File: config.mk
export PLATFORM = sky130hd
export DESIGN_NAME = vic_top
export DESIGN_NICKNAME = d
export VERILOG_FILES = /design/src/vic_pkg.sv /design/src/vic_noise_filter.sv /design/src/vic_top.sv
export SDC_FILE = /design/constraint.sdc
export NUM_CORES = 1
export LEC_CHECK = 0
export BUFFER_PORTS_ARGS = -buffer_cell sky130_fd_sc_hd__buf_2
export CORE_MARGIN = 4
export CORE_UTILIZATION = 27
export DETAILED_ROUTE_END_ITERATION = 7
export GPL_TIMING_DRIVEN = 0
export HOLD_SLACK_MARGIN = 0.05
export MAX_ROUTING_LAYER = met4
export SLEW_MARGIN = 0
export SYNTH_ARGS = -nofsm -noshare
export SYNTH_HDL_FRONTEND = slang
export SYNTH_SLANG_ARGS = --single-unit
export TNS_END_PERCENT = 5
File: constraint.sdc
create_clock -name i_mclk -period 1.85 [get_ports i_mclk]
set_input_delay 0.0925 -clock i_mclk [delete_from_list [all_inputs] [get_ports i_mclk]]
set_output_delay 0.0925 -clock i_mclk [all_outputs]
set_load 0.02 [all_outputs]
File: src/vic_pkg.sv
// shared constants and types of the vectored interrupt controller
package vic_pkg;

  // data memory addresses of the controller nibbles
  localparam logic [11:0] ADDR_IM_A = 12'hFB0;
  localparam logic [11:0] ADDR_IM_B = 12'hFB1;
  localparam logic [11:0] ADDR_IPS = 12'hFB2;
  localparam logic [11:0] ADDR_REQ_BASE = 12'hFB4;
  localparam logic [11:0] ADDR_EN_BASE = 12'hFB8;

  // flag positions, one per source
  localparam int NUM_FLAGS = 10;
  localparam int NUM_GROUPS = 3;
  localparam int F_BT = 0;
  localparam int F_PIN_D = 1;
  localparam int F_PIN_A = 2;
  localparam int F_PIN_B = 3;
  localparam int F_SERIAL = 4;
  localparam int F_EVC = 5;
  localparam int F_PGEN = 6;
  localparam int F_KEY = 7;
  localparam int F_PIN_C = 8;
  localparam int F_WATCH = 9;

  // vectored requests 1..7
  localparam int NUM_VEC = 7;
  localparam int VEC_W = 3;
  localparam int VEC_ADDR_W = 14;

  // priority select register layout
  localparam int IPS_IME_BIT = 3;
  localparam logic [3:0] IPS_RESET = 4'h0;
  localparam logic [2:0] HIGH_NONE = 3'h0;

  // edge mode register layout
  localparam int IM_SCLK_BIT = 3;
  localparam logic [3:0] IM_RESET = 4'h0;
  localparam logic [1:0] EDGE_RISE = 2'h0;
  localparam logic [1:0] EDGE_FALL = 2'h1;
  localparam logic [1:0] EDGE_BOTH = 2'h2;
  localparam logic [1:0] EDGE_NONE = 2'h3;

  // interrupt servicing status values
  localparam logic [1:0] ST_0 = 2'h0;
  localparam logic [1:0] ST_1 = 2'h1;
  localparam logic [1:0] ST_2 = 2'h2;

  // oscillator divider for the pin a sample clock
  localparam int FX_DIV = 64;
  localparam int FX_DIV_W = 6;

  typedef enum logic {VIC_IDLE, VIC_PRESENT} vic_pres_state_t;

endpackage

File: src/vic_noise_filter.sv
// sampling noise filter for external pin a
`timescale 1ns/1ps
module vic_noise_filter (
  input wire logic i_mclk,
  input wire logic i_nrst,
  input wire logic i_sample_en,
  input wire logic i_pin,
  output logic o_level
);

  logic sample;

  // a level is accepted only when two successive samples agree
  always_ff @(posedge i_mclk) begin
    if (!i_nrst) begin
      sample <= 1'b0;
    end else if (i_sample_en) begin
      sample <= i_pin;
    end
  end

  always_ff @(posedge i_mclk) begin
    if (!i_nrst) begin
      o_level <= 1'b0;
    end else if (i_sample_en && (sample == i_pin)) begin
      o_level <= i_pin;
    end
  end

endmodule // vic_noise_filter

File: src/vic_top.sv
// vectored interrupt controller: flags, enables, priority select, edge detect, vector presenter
`timescale 1ns/1ps
module vic_top (
  input wire logic i_mclk,
  input wire logic i_nrst,
  input wire logic i_mem_wr,
  input wire logic i_mem_rd,
  input wire logic [11:0] i_mem_addr,
  input wire logic [3:0] i_mem_wdata,
  input wire logic [3:0] i_mem_bmask,
  output logic [3:0] o_mem_rdata,
  input wire logic i_ei_instr,
  input wire logic i_di_instr,
  input wire logic i_bt_tick,
  input wire logic i_serial_end,
  input wire logic i_evc_match,
  input wire logic i_pgen_match,
  input wire logic i_key_scan,
  input wire logic i_watch_tick,
  input wire logic i_ext_pin_a,
  input wire logic i_ext_pin_b,
  input wire logic i_ext_pin_c,
  input wire logic i_ext_pin_d,
  input wire logic i_standby,
  input wire logic i_instr_boundary,
  input wire logic i_int_ack,
  input wire logic i_reti,
  input wire logic [1:0] i_reti_status,
  input wire logic i_status_wr,
  input wire logic [1:0] i_status_wdata,
  output logic [6:0] o_vectored_request_line,
  output logic [9:0] o_wakeup,
  output logic o_int_req,
  output logic [2:0] o_int_vector,
  output logic [13:0] o_vector_addr,
  output logic [1:0] o_service_status
);

  logic [vic_pkg::NUM_FLAGS-1:0] req_flag;
  logic [vic_pkg::NUM_FLAGS-1:0] en_flag;
  logic [vic_pkg::NUM_FLAGS-1:0] hw_set;
  logic [vic_pkg::NUM_FLAGS-1:0] ack_clr;
  logic [11:0] req_pad;
  logic [11:0] en_pad;
  logic [3:0] interrupt_priority_select;
  logic [3:0] im_a;
  logic [3:0] im_b;
  logic [1:0] service_status;
  logic [vic_pkg::FX_DIV_W-1:0] fx_cnt;
  logic fx_tick;
  logic sample_en;
  logic pin_a_level;
  logic pin_a_prev;
  logic pin_b_prev;
  logic pin_c_prev;
  logic pin_d_prev;
  logic [vic_pkg::NUM_VEC:1] vreq;
  logic [vic_pkg::NUM_VEC:1] high_mask;
  logic [vic_pkg::NUM_VEC:1] eligible;
  logic pick_valid;
  logic [2:0] pick_vec;
  logic ack_take;
  vic_pkg::vic_pres_state_t state;
  vic_pkg::vic_pres_state_t next_state;

  // masked nibble update used by the edge mode and priority select registers
  function automatic logic [3:0] merge_nibble(input logic [3:0] old_val,
                                              input logic [3:0] data,
                                              input logic [3:0] mask);
    merge_nibble = (old_val & ~mask) | (data & mask);
  endfunction

  // edge detector selected by a two-bit mode
  function automatic logic edge_hit(input logic [1:0] mode,
                                    input logic prev,
                                    input logic now);
    logic rise;
    logic fall;
    rise = now & ~prev;
    fall = prev & ~now;
    case (mode)
      vic_pkg::EDGE_RISE: edge_hit = rise;
      vic_pkg::EDGE_FALL: edge_hit = fall;
      vic_pkg::EDGE_BOTH: edge_hit = rise | fall;
      default: edge_hit = 1'b0;
    endcase
  endfunction

  // divided oscillator tick, free running from reset
  always_ff @(posedge i_mclk) begin
    if (!i_nrst) begin
      fx_cnt <= '0;
    end else begin
      fx_cnt <= fx_cnt + 1'b1;
    end
  end

  assign fx_tick = (fx_cnt == vic_pkg::FX_DIV_W'(vic_pkg::FX_DIV - 1));

  // the sampler has no clock in standby, so pin a cannot wake the device
  assign sample_en = !i_standby &&
                     (im_a[vic_pkg::IM_SCLK_BIT] ? fx_tick : 1'b1);

  vic_noise_filter u_filter (
    .i_mclk(i_mclk),
    .i_nrst(i_nrst),
    .i_sample_en(sample_en),
    .i_pin(i_ext_pin_a),
    .o_level(pin_a_level)
  );

  // previous pin levels for edge detection
  always_ff @(posedge i_mclk) begin
    if (!i_nrst) begin
      pin_a_prev <= 1'b0;
      pin_b_prev <= 1'b0;
      pin_c_prev <= 1'b0;
      pin_d_prev <= 1'b0;
    end else begin
      pin_a_prev <= pin_a_level;
      pin_b_prev <= i_ext_pin_b;
      pin_c_prev <= i_ext_pin_c;
      pin_d_prev <= i_ext_pin_d;
    end
  end

  // hardware set sources
  always_comb begin
    hw_set = '0;
    hw_set[vic_pkg::F_BT] = i_bt_tick;
    hw_set[vic_pkg::F_SERIAL] = i_serial_end;
    hw_set[vic_pkg::F_EVC] = i_evc_match;
    hw_set[vic_pkg::F_PGEN] = i_pgen_match;
    hw_set[vic_pkg::F_KEY] = i_key_scan;
    hw_set[vic_pkg::F_WATCH] = i_watch_tick;
    hw_set[vic_pkg::F_PIN_D] = pin_d_prev ^ i_ext_pin_d;
    hw_set[vic_pkg::F_PIN_A] = edge_hit(im_a[1:0], pin_a_prev, pin_a_level);
    hw_set[vic_pkg::F_PIN_B] = edge_hit(im_b[1:0], pin_b_prev, i_ext_pin_b);
    hw_set[vic_pkg::F_PIN_C] = i_ext_pin_c & ~pin_c_prev;
  end

  // request and enable flags, one pair per source
  genvar gi;
  generate
    for (gi = 0; gi < vic_pkg::NUM_FLAGS; gi++) begin : g_flag
      localparam int GRP = gi / 4;
      localparam int BIT = gi % 4;
      logic req_wr;
      logic en_wr;
      assign req_wr = i_mem_wr && i_mem_bmask[BIT] &&
                      (i_mem_addr == vic_pkg::ADDR_REQ_BASE + 12'(GRP));
      assign en_wr = i_mem_wr && i_mem_bmask[BIT] &&
                     (i_mem_addr == vic_pkg::ADDR_EN_BASE + 12'(GRP));

      // a hardware set beats a clear in the same cycle
      always_ff @(posedge i_mclk) begin
        if (!i_nrst) begin
          req_flag[gi] <= 1'b0;
        end else if (hw_set[gi]) begin
          req_flag[gi] <= 1'b1;
        end else if (req_wr) begin
          req_flag[gi] <= i_mem_wdata[BIT];
        end else if (ack_clr[gi]) begin
          req_flag[gi] <= 1'b0;
        end
      end

      always_ff @(posedge i_mclk) begin
        if (!i_nrst) begin
          en_flag[gi] <= 1'b0;
        end else if (en_wr) begin
          en_flag[gi] <= i_mem_wdata[BIT];
        end
      end
    end
  endgenerate

  assign req_pad = {2'b00, req_flag};
  assign en_pad = {2'b00, en_flag};

  // edge mode registers; a mode change alone raises no flag, only a pin transition does
  always_ff @(posedge i_mclk) begin
    if (!i_nrst) begin
      im_a <= vic_pkg::IM_RESET;
      im_b <= vic_pkg::IM_RESET;
    end else if (i_mem_wr && (i_mem_addr == vic_pkg::ADDR_IM_A)) begin
      im_a <= merge_nibble(im_a, i_mem_wdata, i_mem_bmask);
    end else if (i_mem_wr && (i_mem_addr == vic_pkg::ADDR_IM_B)) begin
      im_b <= merge_nibble(im_b, i_mem_wdata, i_mem_bmask);
    end
  end

  // priority select; enable and disable instructions override a same-cycle write
  always_ff @(posedge i_mclk) begin
    if (!i_nrst) begin
      interrupt_priority_select <= vic_pkg::IPS_RESET;
    end else if (i_ei_instr) begin
      interrupt_priority_select[vic_pkg::IPS_IME_BIT] <= 1'b1;
    end else if (i_di_instr) begin
      interrupt_priority_select[vic_pkg::IPS_IME_BIT] <= 1'b0;
    end else if (i_mem_wr && (i_mem_addr == vic_pkg::ADDR_IPS)) begin
      interrupt_priority_select <= merge_nibble(interrupt_priority_select, i_mem_wdata, i_mem_bmask);
    end
  end

  // vectored requests; vector 1 is the or of the two shared sources
  always_comb begin
    vreq = '0;
    vreq[1] = (req_flag[vic_pkg::F_BT] & en_flag[vic_pkg::F_BT]) |
              (req_flag[vic_pkg::F_PIN_D] & en_flag[vic_pkg::F_PIN_D]);
    for (int n = 2; n <= vic_pkg::NUM_VEC; n++) begin
      vreq[n] = req_flag[n] & en_flag[n];
    end
  end

  assign o_vectored_request_line = vreq;
  // test sources wake the device too, they just have no vector
  assign o_wakeup = req_flag & en_flag;

  // high interrupt mask from the low select bits
  always_comb begin
    high_mask = '0;
    for (int n = 1; n <= vic_pkg::NUM_VEC; n++) begin
      high_mask[n] = (interrupt_priority_select[2:0] == 3'(n)) && (interrupt_priority_select[2:0] != vic_pkg::HIGH_NONE);
    end
  end

  // eligibility by master enable and servicing status
  always_comb begin
    eligible = '0;
    if (interrupt_priority_select[vic_pkg::IPS_IME_BIT]) begin
      case (service_status)
        vic_pkg::ST_0: eligible = vreq;
        vic_pkg::ST_1: eligible = vreq & high_mask;
        default: eligible = '0;
      endcase
    end
  end

  // fixed order, lowest number first
  always_comb begin
    pick_valid = 1'b0;
    pick_vec = 3'h0;
    for (int n = vic_pkg::NUM_VEC; n >= 1; n--) begin
      if (eligible[n]) begin
        pick_valid = 1'b1;
        pick_vec = 3'(n);
      end
    end
  end

  // presenter
  always_comb begin
    next_state = state;
    case (state)
      vic_pkg::VIC_IDLE: begin
        if (i_instr_boundary && pick_valid) begin
          next_state = vic_pkg::VIC_PRESENT;
        end
      end
      vic_pkg::VIC_PRESENT: begin
        if (i_int_ack) begin
          next_state = vic_pkg::VIC_IDLE;
        end
      end
      default: next_state = vic_pkg::VIC_IDLE;
    endcase
  end

  always_ff @(posedge i_mclk) begin
    if (!i_nrst) begin
      state <= vic_pkg::VIC_IDLE;
    end else begin
      state <= next_state;
    end
  end

  // vector number and table address latched once, stable while presented
  always_ff @(posedge i_mclk) begin
    if (!i_nrst) begin
      o_int_vector <= 3'h0;
      o_vector_addr <= '0;
    end else if (state == vic_pkg::VIC_IDLE && i_instr_boundary && pick_valid) begin
      o_int_vector <= pick_vec;
      o_vector_addr <= {10'h000, pick_vec, 1'b0};
    end
  end

  assign o_int_req = (state == vic_pkg::VIC_PRESENT);
  assign ack_take = o_int_req && i_int_ack;

  // clear on acknowledge; the shared vector keeps both flags if both enabled
  always_comb begin
    ack_clr = '0;
    if (ack_take) begin
      if (o_int_vector == 3'h1) begin
        if (!(en_flag[vic_pkg::F_BT] && en_flag[vic_pkg::F_PIN_D])) begin
          ack_clr[vic_pkg::F_BT] = en_flag[vic_pkg::F_BT];
          ack_clr[vic_pkg::F_PIN_D] = en_flag[vic_pkg::F_PIN_D];
        end
      end else begin
        ack_clr[o_int_vector] = 1'b1;
      end
    end
  end

  // servicing status: acceptance steps up, return restores the saved value
  always_ff @(posedge i_mclk) begin
    if (!i_nrst) begin
      service_status <= vic_pkg::ST_0;
    end else if (ack_take) begin
      service_status <= service_status + 1'b1;
    end else if (i_reti) begin
      service_status <= i_reti_status;
    end else if (i_status_wr) begin
      service_status <= i_status_wdata;
    end
  end

  assign o_service_status = service_status;

  // read data registered one cycle after the read strobe
  always_ff @(posedge i_mclk) begin
    if (!i_nrst) begin
      o_mem_rdata <= 4'h0;
    end else if (i_mem_rd) begin
      if (i_mem_addr == vic_pkg::ADDR_IPS) begin
        o_mem_rdata <= interrupt_priority_select;
      end else if (i_mem_addr == vic_pkg::ADDR_IM_A) begin
        o_mem_rdata <= im_a;
      end else if (i_mem_addr == vic_pkg::ADDR_IM_B) begin
        o_mem_rdata <= im_b;
      end else if (i_mem_addr == vic_pkg::ADDR_REQ_BASE) begin
        o_mem_rdata <= req_pad[3:0];
      end else if (i_mem_addr == vic_pkg::ADDR_REQ_BASE + 12'h001) begin
        o_mem_rdata <= req_pad[7:4];
      end else if (i_mem_addr == vic_pkg::ADDR_REQ_BASE + 12'h002) begin
        o_mem_rdata <= req_pad[11:8];
      end else if (i_mem_addr == vic_pkg::ADDR_EN_BASE) begin
        o_mem_rdata <= en_pad[3:0];
      end else if (i_mem_addr == vic_pkg::ADDR_EN_BASE + 12'h001) begin
        o_mem_rdata <= en_pad[7:4];
      end else if (i_mem_addr == vic_pkg::ADDR_EN_BASE + 12'h002) begin
        o_mem_rdata <= en_pad[11:8];
      end else begin
        o_mem_rdata <= 4'h0;
      end
    end
  end

endmodule // vic_top

Word level (Yosys, flattened, before mapping) --
Index checks and enable logic that the tools add are counted.
Storage, ports and cells: register bits after elaboration 54, input port bits 45, output and inout bits 41, word-level logic and storage cells 233
Operators by class: $add $sub $neg 2, order comparisons 2, eq/ne operators 24, mux-type cells 73, bitwise logic cells 36, reductions and logical operators 61
Operator list (number):
- $eq 12x12->1 const B | 9
- $mux 1 | 43
- $logic_and 1x1->1 | 42
- $reduce_bool 3->1 | 13
- $mux 4 | 9
- $mux 3 | 7
- $and 4x4->4 | 4
- $pmux 7 s2 | 1
- $and 1x1->1 | 13
- $eq 3x3->1 const B | 4
- $mux 2 | 6
- $or 4x4->4 | 3
- $and 10x10->10 | 1
- $not 1->1 | 9
- $mux 8 | 1
- $and 7x7->7 | 1
- $mux 7 | 1
- $add 6x1->6 const B | 1
- $eq 2x1->1 const B | 3
- $eq 3x1->1 const B | 2
- $eq 3x2->1 const B | 2
- $eq 6x6->1 const B | 1
- $logic_not 2->1 | 3
- $mux 6 | 1
- 14 further kinds | 18

Logic depth before layout (Yosys ltp) --
depth in word-level cells 15, gate-level depth with buffers 8, mapped depth without buffers 7

Hierarchy --
A second synthesis with hierarchy kept.
Unflattened totals: cells, all modules 419, area total of the unflattened synthesis 3480.8 um^2
By module, submodules not included:
- vic_top | times used 1, cells an instance 411, area each 3394.5 um^2, sequential area each 1041.0 um^2
- vic_noise_filter | times used 1, cells an instance 8, area each 86.3 um^2, sequential area each 40.0 um^2

Worst setup path before layout --
OpenSTA, ideal clock, no wires.
kind reg2reg, start register service_status[0] (netlist: o_service_status[0]), end register o_int_vector[0], library setup time 119 ps, arrival 1823 ps, data required time 1731 ps, path slack -92 ps, stages on the path, launching flop included 8, buffers on the path 1, period minus slack after synthesis 1942 ps, path through dfxtp_1 inv_1 ha_1 clkbuf_1 o211a_1 a311oi_1 a31oi_1 o221a_2
Between the ends: cells in the longest elaborated chain, start to end 11, elaborated cells on any way between the ends 19, those cells by class eq/ne: 1; mux: 16; reduce/logical: 2
RTL lines:
- start: declaration | RTL line vic_top.sv:48 | logic [1:0] service_status;
- start signal: assignment | RTL line vic_top.sv:310 | service_status <= vic_pkg::ST_0;
- start signal: assignment | RTL line vic_top.sv:312 | service_status <= service_status + 1'b1;
- start signal: assignment | RTL line vic_top.sv:314 | service_status <= i_reti_status;
- $eq 2x1->1 / $logic_not 2->1 (equally long branches) | RTL line vic_top.sv:232 | case (service_status)
- $pmux 7 s2 * | RTL line vic_top.sv:232
- $mux 7 * | RTL line vic_top.sv:231 | if (interrupt_priority_select[vic_pkg::IPS_IME_BIT]) begin
- $mux 1 (7 in a row) | RTL line vic_top.sv:245 | if (eligible[n]) begin
- $logic_and 1x1->1 | RTL line vic_top.sv:283 | end else if (state == vic_pkg::VIC_IDLE && i_instr_boundary && pick_valid) begin
- end signal: assignment | RTL line vic_top.sv:284 | o_int_vector <= pick_vec;
- end: declaration | RTL line vic_top.sv:34 | output logic [2:0] o_int_vector,
Mark *: on every way between the ends. The rest lies on a longest branch, timed or not. A chain may end at the register's enable or synchronous reset.

Worst setup path in the final report --
start register service_status[1] (netlist: o_service_status[1]), end register o_int_vector[0]
Same word-level chain as after synthesis.

==> metrics.txt <==
EDFF count, synth 0; Starting Density 27.9%; routability congestion estimate 0.939; Die ar. 15000 sq um; largest net degree at the start of global routing 18; CTS root buf clkbuf_16; Req. time, crit path 2.04 ns; CTS tree built; vias in the first global route 3379; Yosys top cell area share 30.5%; part of the power in combinational logic 13.1%; Leakage 1.98 nW; clock skew 0.00747 ns; WS Path Type reg -> reg; routed via count 3505; Detailed Place HPWL 8500 um; number of fillers in the final layout 1363; initial antenna violation count 0; clock power share 43.3%; GR Overflow Total 0; Net Sw Frac 24.4%; status completed; warnings from Yosys 0; DP Cell Count 678; setup violators final 0; share of post-route cells with drive strength above 1 25.9%; reg-to-reg slack, setup 0.05 ns; sequential share of the synthesized area 30.5%; global-route wire length before repair 17500 um; Die Ht 123 um; initial drt markers 287; die width 123 um; Remaining DRCs 0; CP endpoint kind flop; Core ar. 12700 sq um; ys async rst share 0%; # port buffers 69; CTS H-tree lvls 2; crit path cell chain inv_2 > ha_4 > nor4bb_1 > o211a_1 > a311oi_2 > a31oi_2 > o221a_2; row count 41; internal power 0.00213 W; Crit-path slowest cell dfxtp_2; Syn-to-layout area delta 25.7%; slew of the pin with the lowest slew margin 0.711 ns; Net Sw Power 0.000688 W; Slew HR 52.3%; # Max-Cap Violations 0; synthesized flop and latch total 54; CTS sink count 54; fin cells 694; pwr/cell area 633 nW/um^2; cells after synthesis 427; Cell variety after synth 57; clock period minus worst slack 1.80 ns; sequential share of power 43.6%; Crit path max-delay family compound AO/OA/AOI/OAI gates; top_reg_cell synth dfxtp_1; crit path buf inv count 1; setup TNS 0 ns; Max clock buf depth 2; worst skew pair latency 0.30 ns; Nets 573; Via density 5.05; CP Launch Type flop; total track usage 15.2%; Max Slew Vio Count 0; Synth area leaders dfxtp_1 (30%), mux2i_1 (8.5%), nor2b_1 (5.3%); fmax 555 MHz; worst path arrival time 1.99 ns; first drt pass iteration count 6; worst hold-check path type in -> reg; Crit path largest cell delay 0.34 ns; Fin. Hold Viols 0; VDD IR max 0.351 mV; cell taking the most area after synthesis dfxtp_1; worst-path fanout max 5; Post-Syn Area 3550 sq um; ratio of final minimum period to clock period 97.4%; Routed WL 11100 um; DRT antenna net count 0; CTS Buf Count 5; Worst-path clk slew 0.07 ns; Syn Area/Cell 8.30 sq um; wire per inst 15.9 um; ant diodes 0; # IOs 86
[stage by stage]
| step | worst slack, ns | total power (W) | area (sq um) | util (%) | hold slack (ns) |
|---|---|---|---|---|---|
| after floorplan | 0.00531 | 0.00147 | 3590 | - | 0.201 |
| after global placement | -0.0887 | 0.00160 | 4150 | 32.6 | 0.315 |
| after detailed placement | -0.124 | 0.00160 | 4150 | 32.6 | 0.315 |
| after CTS | 0.00180 | 0.00283 | 4450 | 35.0 | 0.0685 |
| after global routing | -0.00747 | 0.00293 | 4460 | 35.0 | 0.0751 |
| final | 0.0486 | 0.00282 | 4460 | 35.0 | 0.0617 |
[worst paths after layout]
path	from	end	cells after the start
hold reg to reg	fx_cnt[0]	fx_cnt[0]	1
setup reg to reg	o_service_status[1]	o_int_vector[0]	7
setup / recovery	o_service_status[1]	o_int_vector[0]	7
hold / removal	i_pgen_match	req_flag[6]	3
[kinds of logic (layout without fill, tap and decap cells)]
logic type / Yosys count / after routing / synth area share, %
mux: 32 / 32 / 9.10
simple gates: 155 / 155 / 26.4
compound gates: 104 / 104 / 20.0
buf+inv: 69 / 154 / 10.2
fa+ha+maj: 7 / 7 / 2.47
other cells: 1 / 11 / 0.106
xor+xnor: 5 / 5 / 1.23
flops: 54 / 54 / 30.5
[cells in the mapped netlist, types with 4 or more instances]
cell type and n:
clkbuf_1 15, nand3_1 34, buf_2 11, nand3b_1 8, a21oi_1 15, nand2_1 20
mux2i_1 30, a311oi_1 5, nand4_1 9, inv_1 19, nor2b_1 30, a31oi_1 13
a21boi_0 7, o21ai_0 26, ha_1 7, buf_4 22, nand2b_1 9, dfxtp_1 54
nor2_1 7, xnor2_1 4, nor3_1 4, and2_1 17, o221a_2 4, o21a_1 4
[layout by cell type, fill, tap and decap left out, types with 14 or more instances in the layout]
cell / synthesis / routed
buf_2: 11 / 80
dfxtp_1: 54 / 52
nand3_1: 34 / 34
mux2i_1: 30 / 30
nor2b_1: 30 / 30
o21ai_0: 26 / 26
buf_4: 22 / 23
nand2_1: 20 / 19
inv_1: 19 / 18
and2_1: 17 / 17
a21oi_1: 15 / 15
clkbuf_1: 15 / 14
[power groups by stage]
stage                     Combinational (W)  Clock [W]  Sequential [W]
after floorplan                    0.000212          0         0.00125
after global placement             0.000344          0         0.00126
after detailed placement           0.000348          0         0.00126
after CTS                          0.000366    0.00123         0.00123
after global routing               0.000406    0.00128         0.00124
final                              0.000368    0.00122         0.00123
[tightest hold or removal path, cell delays in order]
cell	delay (ns)
buf_2	0.10
a311oi_1	0.04
nor2b_1	0.09
[final cells by class]
type                       count  area [sq um]  share of cell area, %
buffer                        48           284                   6.37
clock buffer                   5           125                   2.81
clock inverter                 3          68.8                   1.54
inverter                      20          75.1                   1.68
multi-input combinational    314          2170                   48.7
sequential                    54          1090                   24.4
tap                          172           215                   4.83
timing repair buffer          78           433                   9.71
[routing by layer]
metal | vias up | global-route usage (%) | part of all wire [%] | wire (um)
met5 | - | - | 0 | 0
met4 | 0 | 4.06 | 1.8 | 199
met3 | 19 | 2.07 | 5.8 | 638
met2 | 155 | 25.1 | 47 | 5170
met1 | 1635 | 19.5 | 46 | 5050
li1 | 1696 | - | - | -
[what timing repair did]
action / in CTS / in global routing
pin swaps: 4 / 3
gates resized for setup: 6 / 2
endpoints found under the setup margin: 3 / 2
hold buffers: 8 / 0
endpoints found under the hold margin: 8 / 0
buffers inserted: 1 / 0
No activity file was read; power rests on OpenSTA's default activity.
